### src/rtl/abs_xfer_pkg.sv
// constants, types and state encodings for the absolute position handshake
// assumes a single 20 MHz clock and an APB master in the same clock domain
//
// Overview of operation
// data bit zero replaces positioning-complete output
// data bit one replaces zero-speed output
// torque-limit output becomes the ready line
// host keeps motor stopped during transfer
// host keeps torque limiting off during transfer
// transfer starts on drive-enable rising edge
// host repeats transfer at power-up, controller reset
// host repeats transfer after alarm, emergency stop
// host checks checksum, flags sum error
// host times mode, request and ready phases
// host flags error if mode phase overruns
// ready drops within one second of request
// host retries, flags after four mismatches
// each request returns two bits, ready-qualified
package abs_xfer_pkg;

   // clock and handshake timing
   localparam int CLOCK_PERIOD_NS  = 50;
   localparam int RESP_TIME_NS     = 100000;   // settle time before presenting a bit pair
   localparam int RESP_CYCLES      = (RESP_TIME_NS + CLOCK_PERIOD_NS - 1) / CLOCK_PERIOD_NS;
   localparam int READY_LIMIT_NS   = 1000000000; // host tolerance for the ready drop
   localparam int WAIT_W           = 12;
   localparam logic [WAIT_W-1:0] RESP_COUNT = WAIT_W'(RESP_CYCLES - 1);

   // frame layout: sixteen position pairs, then three checksum pairs
   localparam logic [4:0] POS_PAIRS = 5'h10;
   localparam logic [4:0] NUM_PAIRS = 5'h13;

   // register byte offsets
   localparam logic [7:0] CTRL_OFFSET       = 8'h00;
   localparam logic [7:0] STATUS_OFFSET     = 8'h04;
   localparam logic [7:0] POSITION_OFFSET   = 8'h08;
   localparam logic [7:0] CHECKSUM_OFFSET   = 8'h0c;
   localparam logic [7:0] IRQ_STATUS_OFFSET = 8'h10;
   localparam logic [7:0] IRQ_MASK_OFFSET   = 8'h14;

   // field positions and reset values
   localparam int CTRL_ENABLE_BIT    = 0;
   localparam int STATUS_ACTIVE_BIT  = 3;
   localparam int STATUS_PAIR_LSB    = 4;
   localparam int IRQ_START_BIT      = 0;
   localparam int IRQ_DONE_BIT       = 1;
   localparam int IRQ_ABORT_BIT      = 2;
   localparam logic CTRL_ENABLE_RESET = 1'b1;
   localparam logic [2:0] IRQ_MASK_RESET = 3'h0;

   // handshake lines driven by the host
   typedef struct packed {
      logic driveEnable;
      logic transferMode;
      logic transferRequest;
   } host_lines_type;

   // shared status outputs toward the host
   typedef struct packed {
      logic positionDone;   // positioning complete, or data bit zero
      logic zeroSpeed;      // zero speed, or data bit one
      logic torqueLimit;    // torque limiting, or ready line
   } status_pins_type;

   typedef enum logic [2:0] {
      ST_IDLE,
      ST_ARMED,
      ST_WAIT_REQ,
      ST_LOAD,
      ST_PRESENT,
      ST_DONE
   } xfer_state_type;

endpackage : abs_xfer_pkg

### src/rtl/line_sync.sv
// two-stage synchroniser for a group of independent level inputs
// assumes each bit is a slow level; no multi-bit coherence is promised
`timescale 1ns/1ps
module line_sync
#(
   parameter int WIDTH = 3
)
(
   // clock and reset
   input  wire logic             clock,
   input  wire logic             srst,
   // levels
   input  wire logic [WIDTH-1:0] asyncIn,
   output logic      [WIDTH-1:0] syncOut
);

   logic [WIDTH-1:0] stage1_q;   // metastable stage, read only by stage two

   // both stages clear on reset so edges after release are seen
   always_ff @(posedge clock)
   begin
      if (srst)
      begin
         stage1_q <= '0;
         syncOut  <= '0;
      end
      else
      begin
         stage1_q <= asyncIn;
         syncOut  <= stage1_q;
      end
   end

endmodule : line_sync

### src/rtl/abs_position_transfer_handshake.sv
// driver-side absolute position handover over shared status pins
// assumes host lines arrive asynchronously and the APB master runs on clock
//
// Design decisions made here: the APB slave port and the address map.
`timescale 1ns/1ps
module abs_position_transfer_handshake
   import abs_xfer_pkg::*;
(
   // clock and reset
   input  wire logic            clock,
   input  wire logic            srst,
   // apb slave
   input  wire logic            psel,
   input  wire logic            penable,
   input  wire logic            pwrite,
   input  wire logic [7:0]      paddr,
   input  wire logic [31:0]     pwdata,
   output logic      [31:0]     prdata,
   output logic                 pready,
   output logic                 pslverr,
   // interrupt
   output logic                 irq,
   // host handshake lines, asynchronous
   input  wire host_lines_type  hostLines,
   // motion status and encoder, same clock
   input  wire status_pins_type motionStatus,
   input  wire logic [31:0]     absolutePosition,
   // shared status outputs toward the host
   output status_pins_type      statusPins
);

   // whole module state in one record
   typedef struct packed {
      xfer_state_type  state;
      logic [4:0]      pairIdx;      // pair being handed over
      logic [WAIT_W-1:0] waitCnt;    // settle counter before ready rises
      logic [31:0]     position;     // latched frame
      logic [5:0]      checksum;     // sum of the sixteen position pairs
      logic [1:0]      dataBits;     // pair on the data pins
      logic            readyFlag;    // ready line value during transfer
      status_pins_type pins;         // registered pin drive
      logic            enable;       // software permits transfers
      logic [2:0]      irqStatus;    // sticky events
      logic [2:0]      irqMask;      // interrupt gate
      logic [31:0]     rdData;       // captured read data
      logic            rdy;          // second access cycle
      logic            driveEnPrev;  // for edge detection
   } core_type;

   core_type        s_q;             // registered state
   core_type        s_d;             // next state
   host_lines_type  hostSync;        // synchronised host lines

   // host lines cross into the clock domain through two flops each
   line_sync #(.WIDTH(3)) hostSyncInst
   (
      .clock   (clock),
      .srst    (srst),
      .asyncIn (hostLines),
      .syncOut (hostSync)
   );

   // handshake outputs straight from state
   assign pready  = s_q.rdy;
   assign prdata  = s_q.rdData;
   assign irq     = |(s_q.irqStatus & s_q.irqMask);
   assign statusPins = s_q.pins;

   // decode of mapped offsets
   logic mapped;     // access hits a register
   always_comb
   begin
      case (paddr)
         CTRL_OFFSET, STATUS_OFFSET, POSITION_OFFSET,
         CHECKSUM_OFFSET, IRQ_STATUS_OFFSET, IRQ_MASK_OFFSET: mapped = 1'b1;
         default:                                             mapped = 1'b0;
      endcase
   end
   assign pslverr = s_q.rdy & ~mapped;

   // next-state logic: transfer sequencer, apb slave and interrupts
   always_comb
   begin
      logic [2:0]  events;      // events raised this cycle
      logic [5:0]  sum;         // checksum accumulator
      logic [31:0] posShift;    // position aligned on the current pair
      logic [5:0]  sumShift;    // checksum aligned on the current pair
      logic [4:0]  sumIdx;      // checksum pair index
      logic        active;      // pins carry transfer data
      logic        accessEdge;  // apb access completes at this edge
      events     = 3'h0;
      sum        = 6'h00;
      posShift   = 32'h0;
      sumShift   = 6'h00;
      sumIdx     = 5'h00;
      active     = 1'b0;
      accessEdge = 1'b0;
      s_d        = s_q;
      s_d.driveEnPrev = hostSync.driveEnable;

      // checksum of the live encoder value, latched with the frame
      for (int i = 0; i < 16; i++)
      begin
         sum = sum + {4'h0, absolutePosition[2*i +: 2]};
      end

      // pair selection for the data pins
      posShift = s_q.position >> {s_q.pairIdx, 1'b0};
      sumIdx   = s_q.pairIdx - POS_PAIRS;
      sumShift = s_q.checksum >> {sumIdx[1:0], 1'b0};

      case (s_q.state)
         // waiting for a drive-enable rising edge
         ST_IDLE:
         begin
            s_d.readyFlag = 1'b0;
            // start on edge
            if (hostSync.driveEnable && !s_q.driveEnPrev && s_q.enable)
            begin
               s_d.state = ST_ARMED;
            end
         end
         // edge seen; the frame is latched once the host selects transfer mode
         ST_ARMED:
         begin
            if (!hostSync.driveEnable)
            begin
               s_d.state = ST_IDLE;
            end
            else if (hostSync.transferMode)
            begin
               s_d.position  = absolutePosition;
               s_d.checksum  = sum;
               s_d.pairIdx   = 5'h00;
               s_d.readyFlag = 1'b1;
               s_d.state     = ST_WAIT_REQ;
               events[IRQ_START_BIT] = 1'b1;
            end
         end
         // ready high; wait for the next request
         ST_WAIT_REQ:
         begin
            if (hostSync.transferRequest)
            begin
               // drop ready
               s_d.readyFlag = 1'b0;
               s_d.waitCnt   = RESP_COUNT;
               s_d.state     = ST_LOAD;
            end
         end
         // ready low; settle, then place the pair and raise ready
         ST_LOAD:
         begin
            if (s_q.waitCnt != '0)
            begin
               s_d.waitCnt = s_q.waitCnt - 1'b1;
            end
            else
            begin
               // pair and ready on the same edge
               s_d.dataBits  = (s_q.pairIdx < POS_PAIRS) ? posShift[1:0] : sumShift[1:0];
               s_d.readyFlag = 1'b1;
               s_d.state     = ST_PRESENT;
            end
         end
         // pair valid; the host releases the request once read
         ST_PRESENT:
         begin
            if (!hostSync.transferRequest)
            begin
               s_d.pairIdx = s_q.pairIdx + 1'b1;
               s_d.state   = (s_q.pairIdx == NUM_PAIRS - 1'b1) ? ST_DONE : ST_WAIT_REQ;
               if (s_q.pairIdx == NUM_PAIRS - 1'b1)
               begin
                  events[IRQ_DONE_BIT] = 1'b1;
               end
            end
         end
         // all pairs sent; hold until the host leaves transfer mode
         ST_DONE:
         begin
            if (!hostSync.transferMode)
            begin
               s_d.state = ST_IDLE;
            end
         end
         default:
         begin
            s_d.state = ST_IDLE;
         end
      endcase

      // host leaving transfer mode or drive enable early aborts the frame
      if ((s_q.state == ST_WAIT_REQ || s_q.state == ST_LOAD || s_q.state == ST_PRESENT)
          && (!hostSync.transferMode || !hostSync.driveEnable))
      begin
         s_d.state     = ST_IDLE;
         s_d.readyFlag = 1'b0;
         events[IRQ_ABORT_BIT] = 1'b1;
      end

      // pins carry the frame only while transfer mode is held
      active = hostSync.transferMode && (s_q.state inside {ST_WAIT_REQ, ST_LOAD, ST_PRESENT, ST_DONE});
      // bit zero pin
      s_d.pins.positionDone = active ? s_d.dataBits[0] : motionStatus.positionDone;
      // bit one pin
      s_d.pins.zeroSpeed    = active ? s_d.dataBits[1] : motionStatus.zeroSpeed;
      // ready on torque pin
      s_d.pins.torqueLimit  = active ? s_d.readyFlag : motionStatus.torqueLimit;

      // apb: first access cycle captures read data, second completes
      if (psel && penable && !s_q.rdy)
      begin
         s_d.rdy = 1'b1;
         case (paddr)
            CTRL_OFFSET:       s_d.rdData = {31'h0, s_q.enable};
            STATUS_OFFSET:     s_d.rdData = {23'h0, s_q.pairIdx, active, s_q.state};
            POSITION_OFFSET:   s_d.rdData = s_q.position;
            CHECKSUM_OFFSET:   s_d.rdData = {26'h0, s_q.checksum};
            IRQ_STATUS_OFFSET: s_d.rdData = {29'h0, s_q.irqStatus};
            IRQ_MASK_OFFSET:   s_d.rdData = {29'h0, s_q.irqMask};
            default:           s_d.rdData = 32'h0;
         endcase
      end
      else if (s_q.rdy)
      begin
         accessEdge = 1'b1;
         s_d.rdy    = 1'b0;
      end

      // writes take effect only at the completing edge
      if (accessEdge && pwrite)
      begin
         case (paddr)
            CTRL_OFFSET:       s_d.enable    = pwdata[CTRL_ENABLE_BIT];
            IRQ_STATUS_OFFSET: s_d.irqStatus = s_q.irqStatus & ~pwdata[2:0];
            IRQ_MASK_OFFSET:   s_d.irqMask   = pwdata[2:0];
            default:           s_d.irqMask   = s_d.irqMask;
         endcase
      end

      // a new event wins over a clear in the same cycle
      s_d.irqStatus = s_d.irqStatus | events;
   end

   // single state register; reset leaves pins at motion-status zero
   always_ff @(posedge clock)
   begin
      if (srst)
      begin
         s_q           <= '0;
         s_q.state     <= ST_IDLE;
         s_q.enable    <= CTRL_ENABLE_RESET;
         s_q.irqMask   <= IRQ_MASK_RESET;
      end
      else
      begin
         s_q <= s_d;
      end
   end

endmodule : abs_position_transfer_handshake

### config.mk
export PLATFORM = sky130hd
export DESIGN_NAME = abs_position_transfer_handshake
export DESIGN_NICKNAME = d
export VERILOG_FILES = /design/src/rtl/abs_xfer_pkg.sv /design/src/rtl/line_sync.sv /design/src/rtl/abs_position_transfer_handshake.sv
export SDC_FILE = /design/constraint.sdc
export NUM_CORES = 1
export LEC_CHECK = 0
export CORE_UTILIZATION = 55
export CTS_CLUSTER_SIZE = 10
export DETAILED_ROUTE_END_ITERATION = 7
export DONT_BUFFER_PORTS = 1
export GPL_ROUTABILITY_DRIVEN = 0
export HOLD_SLACK_MARGIN = 0.1
export PLACE_DENSITY = 0.71
export SLEW_MARGIN = 20
export SYNTH_ARGS = -nofsm -noshare
export SYNTH_HDL_FRONTEND = slang
export SYNTH_SLANG_ARGS = --single-unit
### constraint.sdc
create_clock -name clock -period 7.1 [get_ports clock]
set_input_delay 0.355 -clock clock [delete_from_list [all_inputs] [get_ports clock]]
set_output_delay 0.355 -clock clock [all_outputs]
set_load 0.05 [all_outputs]
==> results of run 1 <==
state kept, by name (all words and copies together) (netlist names):
signal                 flops
pready                     1
statusPins                 3
prdata                    32
s_q                       69
hostSyncInst.stage1_q      3
hostSyncInst.syncOut       3
Yosys cell counts (all sizes together) (2+ instances only):
master	count
dfxtp	111
nand2	98
a21oi	65
inv	60
nor2	53
buf	45
clkbuf	29
a22oi	27
fa	26
mux2i	21
nor2b	16
nor3	15
nand3	12
ha	11
a211oi	10
o21ai	10
xor2	10
mux4	6
nand2b	6
xnor2	6
nor3b	5
nor4	5
and2	4
and3	4
or2	4
or4	4
a22o	3
a311oi	3
a31oi	3
mux2	3
nand3b	3
nand4	3
o22ai	2
o31ai	2
metrics by stage:
stage / std cells / total power, mW / hold slack [ps] / worst slack (ps) / utilization [%]
floorplan: 701 / 1.095 / 413.8 / 3095 / -
global placement: 765 / 1.158 / 429.4 / 2962 / 55.32
detailed placement: 765 / 1.171 / 427.0 / 2942 / 55.32
CTS: 812 / 1.603 / 103.7 / 3322 / 60.45
global route: 812 / 1.713 / 102.4 / 3104 / 60.52
finish: 812 / 1.599 / 116.8 / 3288 / 60.52
worst min path at each step:
| stage | depth (start not counted) | to | from | slack, ps |
|---|---|---|---|---|
| 2_1_floorplan | 1 | hostSyncInst.syncOut[0] | hostSyncInst.stage1_q[0] | 410 |
| 3_3_place_gp | 1 | hostSyncInst.syncOut[1] | hostSyncInst.stage1_q[1] | 430 |
| 3_5_place_dp | 1 | hostSyncInst.syncOut[0] | hostSyncInst.stage1_q[0] | 430 |
| 4_1_cts | 2 | s_q[62] | absolutePosition[9] | 100 |
| 5_1_grt | 2 | s_q[40] | pwdata[0] | 100 |
| 6_report | 2 | s_q[62] | absolutePosition[9] | 120 |
what timing repair did:
item / 4_1_cts / 5_1_grt
endpoints found under the setup margin: 0 / 0
hold buffers: 31 / 0
hold endpoints to repair: 105 / 0
buffers inserted: 0 / 0
cells by family after synthesis:
| group | count (synthesis) | synth area share (%) |
|---|---|---|
| fa+ha+maj | 37 | 10.92 |
| buf+inv | 134 | 10.79 |
| compound gates | 136 | 14.09 |
| flops | 111 | 36.86 |
| mux | 30 | 6.289 |
| xor+xnor | 16 | 2.325 |
| simple gates | 237 | 18.72 |
power groups by stage:
stage	logic [mW]	registers (mW)	clock network [mW]
after global routing	0.588	0.687	0.438
after detailed placement	0.475	0.695	0
after global placement	0.463	0.694	0
after floorplan	0.431	0.664	0
after CTS	0.510	0.681	0.412
final	0.515	0.682	0.402
per-layer routing:
layer / vias up / part of all wire [%] / track usage (%)
met5: - / 0 / 0
met1: 2200 / 42 / 31.46
met3: 18 / 6.4 / 6.322
li1: 2267 / - / -
met4: 0 / 1.8 / 7.632
met2: 133 / 50 / 44.38
worst max-delay path, stage by stage:
cell and delay (ps):
inv_1 30, fa_1 530, inv_1 50, fa_1 470
fa_1 540, fa_1 520, fa_1 560, ha_1 170
inv_1 50, fa_1 390, nor2b_1 120, o21ai_0 90
nand2_1 80, o22ai_1 70, nor2_1 100
layout make-up:
type,count,share of cell area (%)
Tap cell,136,2.687
Clock buffer,9,1.956
Sequential cell,111,35.09
Clock inverter,7,1.344
Inverter,60,3.557
Timing Repair Buffer,33,5.414
Multi-Input combinational cell,456,49.95
==> flow_summary_export.csv, run 1 <==
group,metric,value,unit
run_status,status,"finished, final reports clean",
drt,drtPass1Iterations,5,
drt,wire_per_inst,16.95,um
synthesis,synth_top_area_cell,"dfxtp_1",
synthesis,synth-edff-count,0,
grt,track_usage,25.65,%
pwr,clkPwrFrac,25.2,%
timing,setup_viol,0,
finish,fin_nets,791,
synthesis,ys.flop_type,"dfxtp_1",
worst_setup_path,reg2reg_depth,5,
pwr,switchingPower,544.2,uW
die,die_w,106.7,um
synthesis,yosys.cell_types.count,57,
hold_path,hold_class,"in -> reg",
drt,vias,4618,
grt,grt_max_degree,106,
placed_design,place.port_buffers,0,
pwr,intPower,1.055,mW
timing,rsz0062_at_grt,"no",
clock_tree,cts_root_buffer,"clkbuf_8",
grt,antenna_found_initial,0,
die,dieArea,11380,um^2
clock_tree,numCtsBuffers,9,
pwr,swShare,34.04,%
drt,drt-initial-drc-count,353,
timing,tightest_slew,1065,ps
worst_setup_path,worst_ep_required_time,7420,ps
synthesis,ys_ff_latch,111,
pwr,seqPwrFrac,42.6,%
clock_tree,clock-sinks,111,
finish,drive_above_1_share,6.361,%
pwr,total_leakage_power,2.355,nW
synthesis,synth_top_area_share,36.86,%
die,core_area,10460,um^2
worst_setup_path,r2r_slack,4570,ps
die,std_cell_rows,37,
clock_tree,clock_path_buffers,2,
clock_tree,clk_pin_slew,110,ps
synthesis,ys_async_sr_fraction,0,%
timing,drv_slew,0,
grt,grt_pass1_vias,4647,
finish,final_area,6332,um^2
worst_setup_path,worstSetupEndpoint,"s_q[52]",
synthesis,syn_avg_cell_area,8.600,um^2
grt,grt_pass1_wl,22900,um
timing,finalClockSkew,8.460,ps
clock_tree,htreeDepth,3,
placed_design,dpl.hpwl,9634,um
drt,ant_nets,0,
finish,multi_input_area,3163,um^2
timing,fmax,262.3,MHz
pwr,ir_worst_vdd,0.1802,mV
synthesis,synthCells,701,
timing,timing.final.crit_share,53.69,%
drt,post_drt_via_cell_ratio,5.687,
finish,fill_cells,923,
die,start_util,57.62,%
synthesis,ys_warn_count,0,
pwr,p_per_area,252.5,nW/um^2
finish,seqCellArea,2222,um^2
pwr,comb_power_share,32.2,%
worst_setup_path,reg2reg_from,"s_q[98]",
timing,period_needed,3812,ps
worst_setup_path,crit_arrival,4140,ps
worst_setup_path,cp_max_fo,2,
finish,antenna_cells,0,
worst_setup_path,path_class,"in -> reg",
clock_tree,cts_resized,0,
synthesis,ys_seq_area_share,36.86,%
timing,relSlewSlack,28.88,%
clock_tree,clock_latency,380,ps
finish,layout_common_cells,"111 x dfxtp_1, 98 x nand2_1, 65 x a21oi_1, 60 x inv_1, 53 x nor2_1",
grt,overflow,0,
drt,wl,13760,um
flow_run,max_cap_violations,0,
synthesis,synth.top_cells.by_area,"dfxtp_1 37%, fa_1 8.6%, nand2_1 6.1%, a21oi_1 5.4%, buf_4 4.6%",
die,die_h,106.7,um
synthesis,synth.cell_area,6028,um^2
worst_setup_path,startpoint,"absolutePosition[7]",
drt,post-route-drc-count,0,
placed_design,place_area,5788,um^2
worst_setup_path,startpoint_type,"input pin",
clock_tree,cts_tree,"yes",
die,io_pins,121,
finish,final_common_cell,"dfxtp_1",
timing,finalSetupTns,0,ps
synthesis,synth_fp_nets,821,
worst_setup_path,end_kind,"flop",
worst_setup_path,reg2reg_to,"statusPins[1]",
timing,hold_violations,0,
finish,area_growth,5.044,%
No activity file was read; power rests on OpenSTA's default activity.
==> run 2: changes to the inputs <==
ABC_AREA = 1   (was not set)
PLACE_DENSITY = 0.74   (was 0.71)
clock period = 3.3 ns   (was 7.1 ns; I/O delays follow)
==> run 2 against run 1 <==
Effect of this change:
- the run now ends with negative setup slack left
- sequential share of layout area is 2.6 points lower
- non-clock buffer count grew 19
- global-route usage increased by 1.8 points
- sequential cell count did not move
- synthesized area grew 3.5%
==> flow_summary_export.csv, run 2 <==
group,metric,value,unit
worst_setup_path,crit_top_cell,"fa_1",
die,core_area,10940,um^2
pwr,power,4.387,mW
drt,drt-initial-drc-count,593,
clock_tree,clock_path_buffers,2,
finish,antenna_cells,0,
finish,fin_nets,971,
synthesis,ys_warn_count,0,
placed_design,place.port_buffers,0,
clock_tree,htreeDepth,3,
worst_setup_path,slowest_stage,"fa_2",
timing,rsz0062_at_grt,"yes",
run_status,status,"finished, violations left",
synthesis,ys.flop_type,"dfxtp_1",
drt,vias,5482,
clock_tree,cts_root_buffer,"clkbuf_16",
worst_setup_path,reg2reg_depth,11,
worst_setup_path,reg2reg_from,"s_q[97]",
synthesis,synth.cell_area,6240,um^2
timing,relSlewSlack,30.81,%
synthesis,synth_fp_nets,977,
worst_setup_path,worst_ep_required_time,3570,ps
clock_tree,cts_tree,"yes",
pwr,total_leakage_power,2.908,nW
worst_setup_path,path_class,"in -> reg",
clock_tree,clk_pin_slew,70,ps
worst_setup_path,worstSetupEndpoint,"s_q[52]",
synthesis,synth_top_area_share,35.61,%
finish,largest_register,"s_q",
worst_setup_path,cp_max_fo,2,
worst_setup_path,reg2reg_to,"s_q[46]",
flow_run,max_cap_violations,0,
finish,drive_above_1_share,8.995,%
die,die_h,108.5,um
synthesis,synthCells,857,
synthesis,ys_ff_latch,111,
worst_setup_path,cpPeakStageDelay,550,ps
grt,track_usage,27.47,%
pwr,ir_worst_vdd,0.4420,mV
drt,wl,15540,um
grt,overflow,0,
finish,layout_common_cells,"150 x nand2_1, 113 x inv_1, 111 x dfxtp_1, 92 x o21ai_0, 88 x a21oi_1",
drt,wire_per_inst,15.60,um
timing,timing.final.crit_share,102.6,%
drt,post_drt_via_cell_ratio,5.504,
synthesis,synth_top_cells_by_count,"150 x nand2_1, 125 x inv_1, 111 x dfxtp_1",
timing,fmax,295.5,MHz
die,die_w,108.5,um
die,std_cell_rows,38,
die,dieArea,11770,um^2
synthesis,synth_top_area_cell,"dfxtp_1",
die,io_pins,121,
timing,tightest_slew,1037,ps
grt,antenna_found_initial,0,
finish,largest_register_ffs,69,
run_status,violations,"negative setup slack",
synthesis,synth.top_cells.by_area,"dfxtp_1 36%, nand2_1 9.0%, fa_1 8.3%, inv_1 7.5%, o21ai_0 7.5%",
finish,area_growth,9.765,%
grt,grt_pass1_wl,24960,um
timing,finalClockSkew,7.679,ps
worst_setup_path,path_depth,12,
placed_design,place_area,6112,um^2
drt,post-route-drc-count,0,
timing,period_needed,3385,ps
timing,drv_slew,0,
timing,setup_slack,-84.54,ps
worst_setup_path,startpoint_type,"input pin",
clock_tree,clock_latency,350,ps
worst_setup_path,startpoint,"absolutePosition[27]",
timing,setup_viol,3,
synthesis,synth-edff-count,0,
grt,grt_max_degree,56,
worst_setup_path,r2r_slack,900,ps
synthesis,yosys.cell_types.count,39,
timing,hold_violations,0,
drt,drtPass1Iterations,6,
grt,grt_pass1_vias,5238,
finish,utilization,62.63,%
placed_design,dpl.hpwl,11310,um
synthesis,syn_avg_cell_area,7.281,um^2
worst_setup_path,crit_buf_inv,3,
synthesis,ys_seq_area_share,35.61,%
clock_tree,numCtsBuffers,9,
timing,whs,109.4,ps
worst_setup_path,crit_family,"adder cells",
finish,final_area,6849,um^2
synthesis,yosysMostFrequentCell,"nand2_1",
finish,final_common_cell,"nand2_1",
die,start_util,57.06,%
worst_setup_path,worstPathCellList,"inv_4 -> fa_1 -> fa_2 -> inv_1 -> fa_1 -> fa_1 -> fa_1 -> ha_2 -> inv_2 -> fa_2 -> nand3b_1 -> a31oi_1",
hold_path,hold_class,"in -> reg",
synthesis,ys_async_sr_fraction,0,%
worst_setup_path,end_kind,"flop",
clock_tree,clock-sinks,111,
worst_setup_path,crit_arrival,3660,ps
drt,ant_nets,0,
pwr,p_per_area,640.5,nW/um^2
## run 2: cell type report
type                    count  area [um^2]
fillers                   926         4086
multi-input cells         546         3136
flip-flops and latches    111         2222
inverters                 131        506.7
repair buffers             52        493.0
clock buffers              11        252.7
well taps                 140        175.2
clock inverters             5        63.81
## run 2: worst min-delay path by stage
stage,endpoint,startpoint,depth (start not counted),slack [ps]
final,s_q[40],paddr[3],3,110
after global routing,s_q[62],absolutePosition[9],2,130
after CTS,s_q[62],absolutePosition[9],2,100
after detailed placement,s_q[46],srst,1,240
after global placement,s_q[38],srst,1,240
after floorplan,hostSyncInst.stage1_q[0],hostLines[0],2,270
## run 2: timing repair
item / CTS / global route
hold endpoints to repair: 67 / 0
hold buffers: 37 / 0
gates resized for setup: 4 / 11
buffers inserted: 1 / 0
gates cloned: 0 / 0
pin swaps: 3 / 8
endpoints found under the setup margin: 4 / 4
## run 2: per-stage QoR
step                setup WS, ps  setup TNS [ps]  cells
floorplan                 -273.7           -1026    857
global placement          -348.2           -1319    942
detailed placement        -459.8           -1714    942
CTS                       -81.37          -95.67    996
global route              -178.1          -584.7    996
finish                    -84.54          -149.0    996
## run 2: logic make-up (layout without fill, tap and decap cells)
kind of cell	count (synthesis)	count (layout)	synth area share (%)
compound gates	197	197	16.32
xor+xnor	11	11	1.544
fa+ha+maj	37	37	10.55
buf+inv	200	199	14.78
flops	111	111	35.61
simple gates	301	301	21.19
## run 2: power by group
| group | switching (mW) | total, mW | internal [mW] |
|---|---|---|---|
| Combinational | 0.940 | 1.70 | 0.764 |
| Sequential | 0.145 | 1.55 | 1.40 |
| Clock | 0.495 | 1.13 | 0.638 |
## run 2: routing by layer
layer / GRT usage (%) / part of all wire [%]
met1: 38.08 / 44
met2: 42.59 / 44
met3: 6.691 / 10
met4: 7.432 / 1.5
met5: 0 / 0
## run 2: tightest hold or removal path, stage by stage
cell and delay (ps):
nor2_1 60, nand2_1 90, o211ai_1 90
==> run 3: changes to the inputs <==
CORE_UTILIZATION = 43   (was 55)
CTS_CLUSTER_DIAMETER = 150   (was not set)
PLACE_DENSITY = 0.61   (was 0.74)
TNS_END_PERCENT = 10   (was not set)
==> run 3 against run 2 <==
Effect of this change:
- the flow still finishes with violations (negative setup slack)
- combinational power shrank 11%
- sequential cell count unchanged
- clock skew about the same
- count of clock-buffer cells in the layout down 2
- die area up 27%
- critical path depth unchanged
- register-to-register slack lost 200 ps
- final cell count increased by 4.4%
==> flow_summary_export.csv, run 3 (same netlist as run 2, synthesis figures left out) <==
group,metric,value,unit
run_status,status,"finished, violations left",
run_status,violations,"negative setup slack",
timing,finalSetupTns,-27.20,ps
worst_setup_path,worst_ep_required_time,3580,ps
drt,vias,5272,
timing,period_needed,3327,ps
clock_tree,clock_path_buffers,2,
clock_tree,htreeDepth,3,
timing,hold_violations,0,
clock_tree,cts_setup_buffers,0,
hold_path,hold_class,"in -> reg",
worst_setup_path,end_kind,"flop",
finish,seqCellArea,2222,um^2
clock_tree,clock_latency,360,ps
grt,antenna_found_initial,0,
grt,grt_pass1_vias,4919,
timing,whs,111.4,ps
worst_setup_path,path_class,"in -> reg",
worst_setup_path,crit_top_cell,"fa_1",
timing,timing.final.crit_share,100.8,%
grt,track_usage,21.91,%
drt,wl,15460,um
die,die_h,122.5,um
drt,post_drt_via_cell_ratio,5.069,
flow_run,max_cap_violations,0,
worst_setup_path,crit_family,"adder cells",
worst_setup_path,worstSetupEndpoint,"s_q[52]",
grt,overflow,0,
drt,drtPass1Iterations,5,
timing,relSlewSlack,41.33,%
finish,largest_register,"s_q",
pwr,total_leakage_power,2.934,nW
grt,grt_pass1_wl,25250,um
pwr,power,4.245,mW
worst_setup_path,slowest_stage,"fa_2",
worst_setup_path,path_depth,12,
worst_setup_path,reg2reg_depth,7,
clock_tree,clock-sinks,111,
finish,multi_input_area,3105,um^2
timing,tightest_slew,876.8,ps
finish,fin_nets,975,
worst_setup_path,crit_arrival,3610,ps
timing,rsz0062_at_grt,"yes",
finish,utilization,49.21,%
finish,antenna_cells,0,
grt,grt_max_degree,55,
worst_setup_path,r2r_slack,700,ps
clock_tree,cts_tree,"yes",
worst_setup_path,cp_max_fo,2,
drt,ant_nets,0,
finish,area_growth,10.75,%
finish,fill_cells,1369,
finish,drive_above_1_share,7.558,%
placed_design,dpl.hpwl,11400,um
worst_setup_path,reg2reg_to,"prdata[4]",
worst_setup_path,worstPathCellList,"inv_6 -> fa_1 -> fa_1 -> inv_2 -> fa_2 -> fa_1 -> fa_1 -> ha_2 -> inv_2 -> fa_2 -> nand3b_1 -> a31oi_1",
placed_design,place.port_buffers,0,
worst_setup_path,startpoint,"absolutePosition[21]",
drt,post-route-drc-count,0,
die,core_area,14040,um^2
clock_tree,cts_root_buffer,"clkbuf_16",
timing,setup_slack,-27.20,ps
worst_setup_path,crit_buf_inv,3,
timing,setup_viol,1,
finish,final_common_cell,"nand2_1",
clock_tree,clk_pin_slew,70,ps
placed_design,pre_cts_ws,-445.4,ps
finish,largest_register_ffs,69,
die,die_w,122.5,um
die,io_pins,121,
die,start_util,44.44,%
drt,wire_per_inst,14.86,um
timing,fmax,300.6,MHz
worst_setup_path,reg2reg_from,"pready",
die,dieArea,15000,um^2
timing,drv_slew,0,
drt,drt-initial-drc-count,340,
timing,finalClockSkew,7.841,ps
pwr,ir_worst_vdd,0.4341,mV
clock_tree,numCtsBuffers,9,
worst_setup_path,cpPeakStageDelay,570,ps
pwr,p_per_area,614.3,nW/um^2
die,std_cell_rows,43,
finish,layout_common_cells,"150 x nand2_1, 119 x inv_1, 111 x dfxtp_1, 93 x o21ai_0, 89 x a21oi_1",
worst_setup_path,startpoint_type,"input pin",
## run 3: where the power goes
group	total (mW)	switching [mW]	internal [mW]
clock network	1.19	0.514	0.674
registers	1.55	0.143	1.40
logic	1.51	0.832	0.679
total	4.24	1.49	2.76
## run 3: how the worst min path moves through the flow
stage                          from                       end  slack, ps  depth (start not counted)
2_1_floorplan          hostLines[0]  hostSyncInst.stage1_q[0]        270                          2
3_3_place_gp                   srst                   s_q[45]        240                          1
3_5_place_dp                   srst                   s_q[94]        240                          1
4_1_cts        absolutePosition[12]                   s_q[65]        100                          3
5_1_grt        absolutePosition[12]                   s_q[65]        130                          3
6_report       absolutePosition[12]                   s_q[65]        110                          3
## run 3: layout make-up
type,count,share of cell area (%)
inverters,131,7.261
flip-flops and latches,111,32.16
well taps,180,3.259
repair buffers,56,7.677
clock buffers,9,3.259
multi-input cells,546,44.94
clock inverters,7,1.448
## run 3: metrics by stage
stage / cells / instance area (um^2)
floorplan: 857 / 6250
global placement: 984 / 6170
detailed placement: 984 / 6170
CTS: 1040 / 6910
global route: 1040 / 6910
finish: 1040 / 6910
## run 3: per-layer routing
metal / track usage [%] / routed length, um / vias up
met5: 0 / 0 / -
met4: 7.622 / 239 / 0
met3: 4.089 / 982 / 19
met2: 30.72 / 6348 / 148
met1: 33.05 / 7888 / 2421
li1: - / - / 2684
## run 3: what timing repair did
item | in CTS | in global routing
pin swaps | 5 | 1
hold buffers | 40 | 0
hold endpoints to repair | 69 | 0
endpoints found under the setup margin | 3 | 4
cloned | 0 | 0
gates resized for setup | 7 | 0
## run 3: worst register-to-register path: cells and delay by family, from the launching register on
| kind | cells | cell delay, ps |
|---|---|---|
| buffers and inverters | 4 | 1530 |
| AND/OR/NAND/NOR | 2 | 570 |
| flip-flops | 1 | 310 |
| AO/OA/AOI/OAI | 1 | 100 |
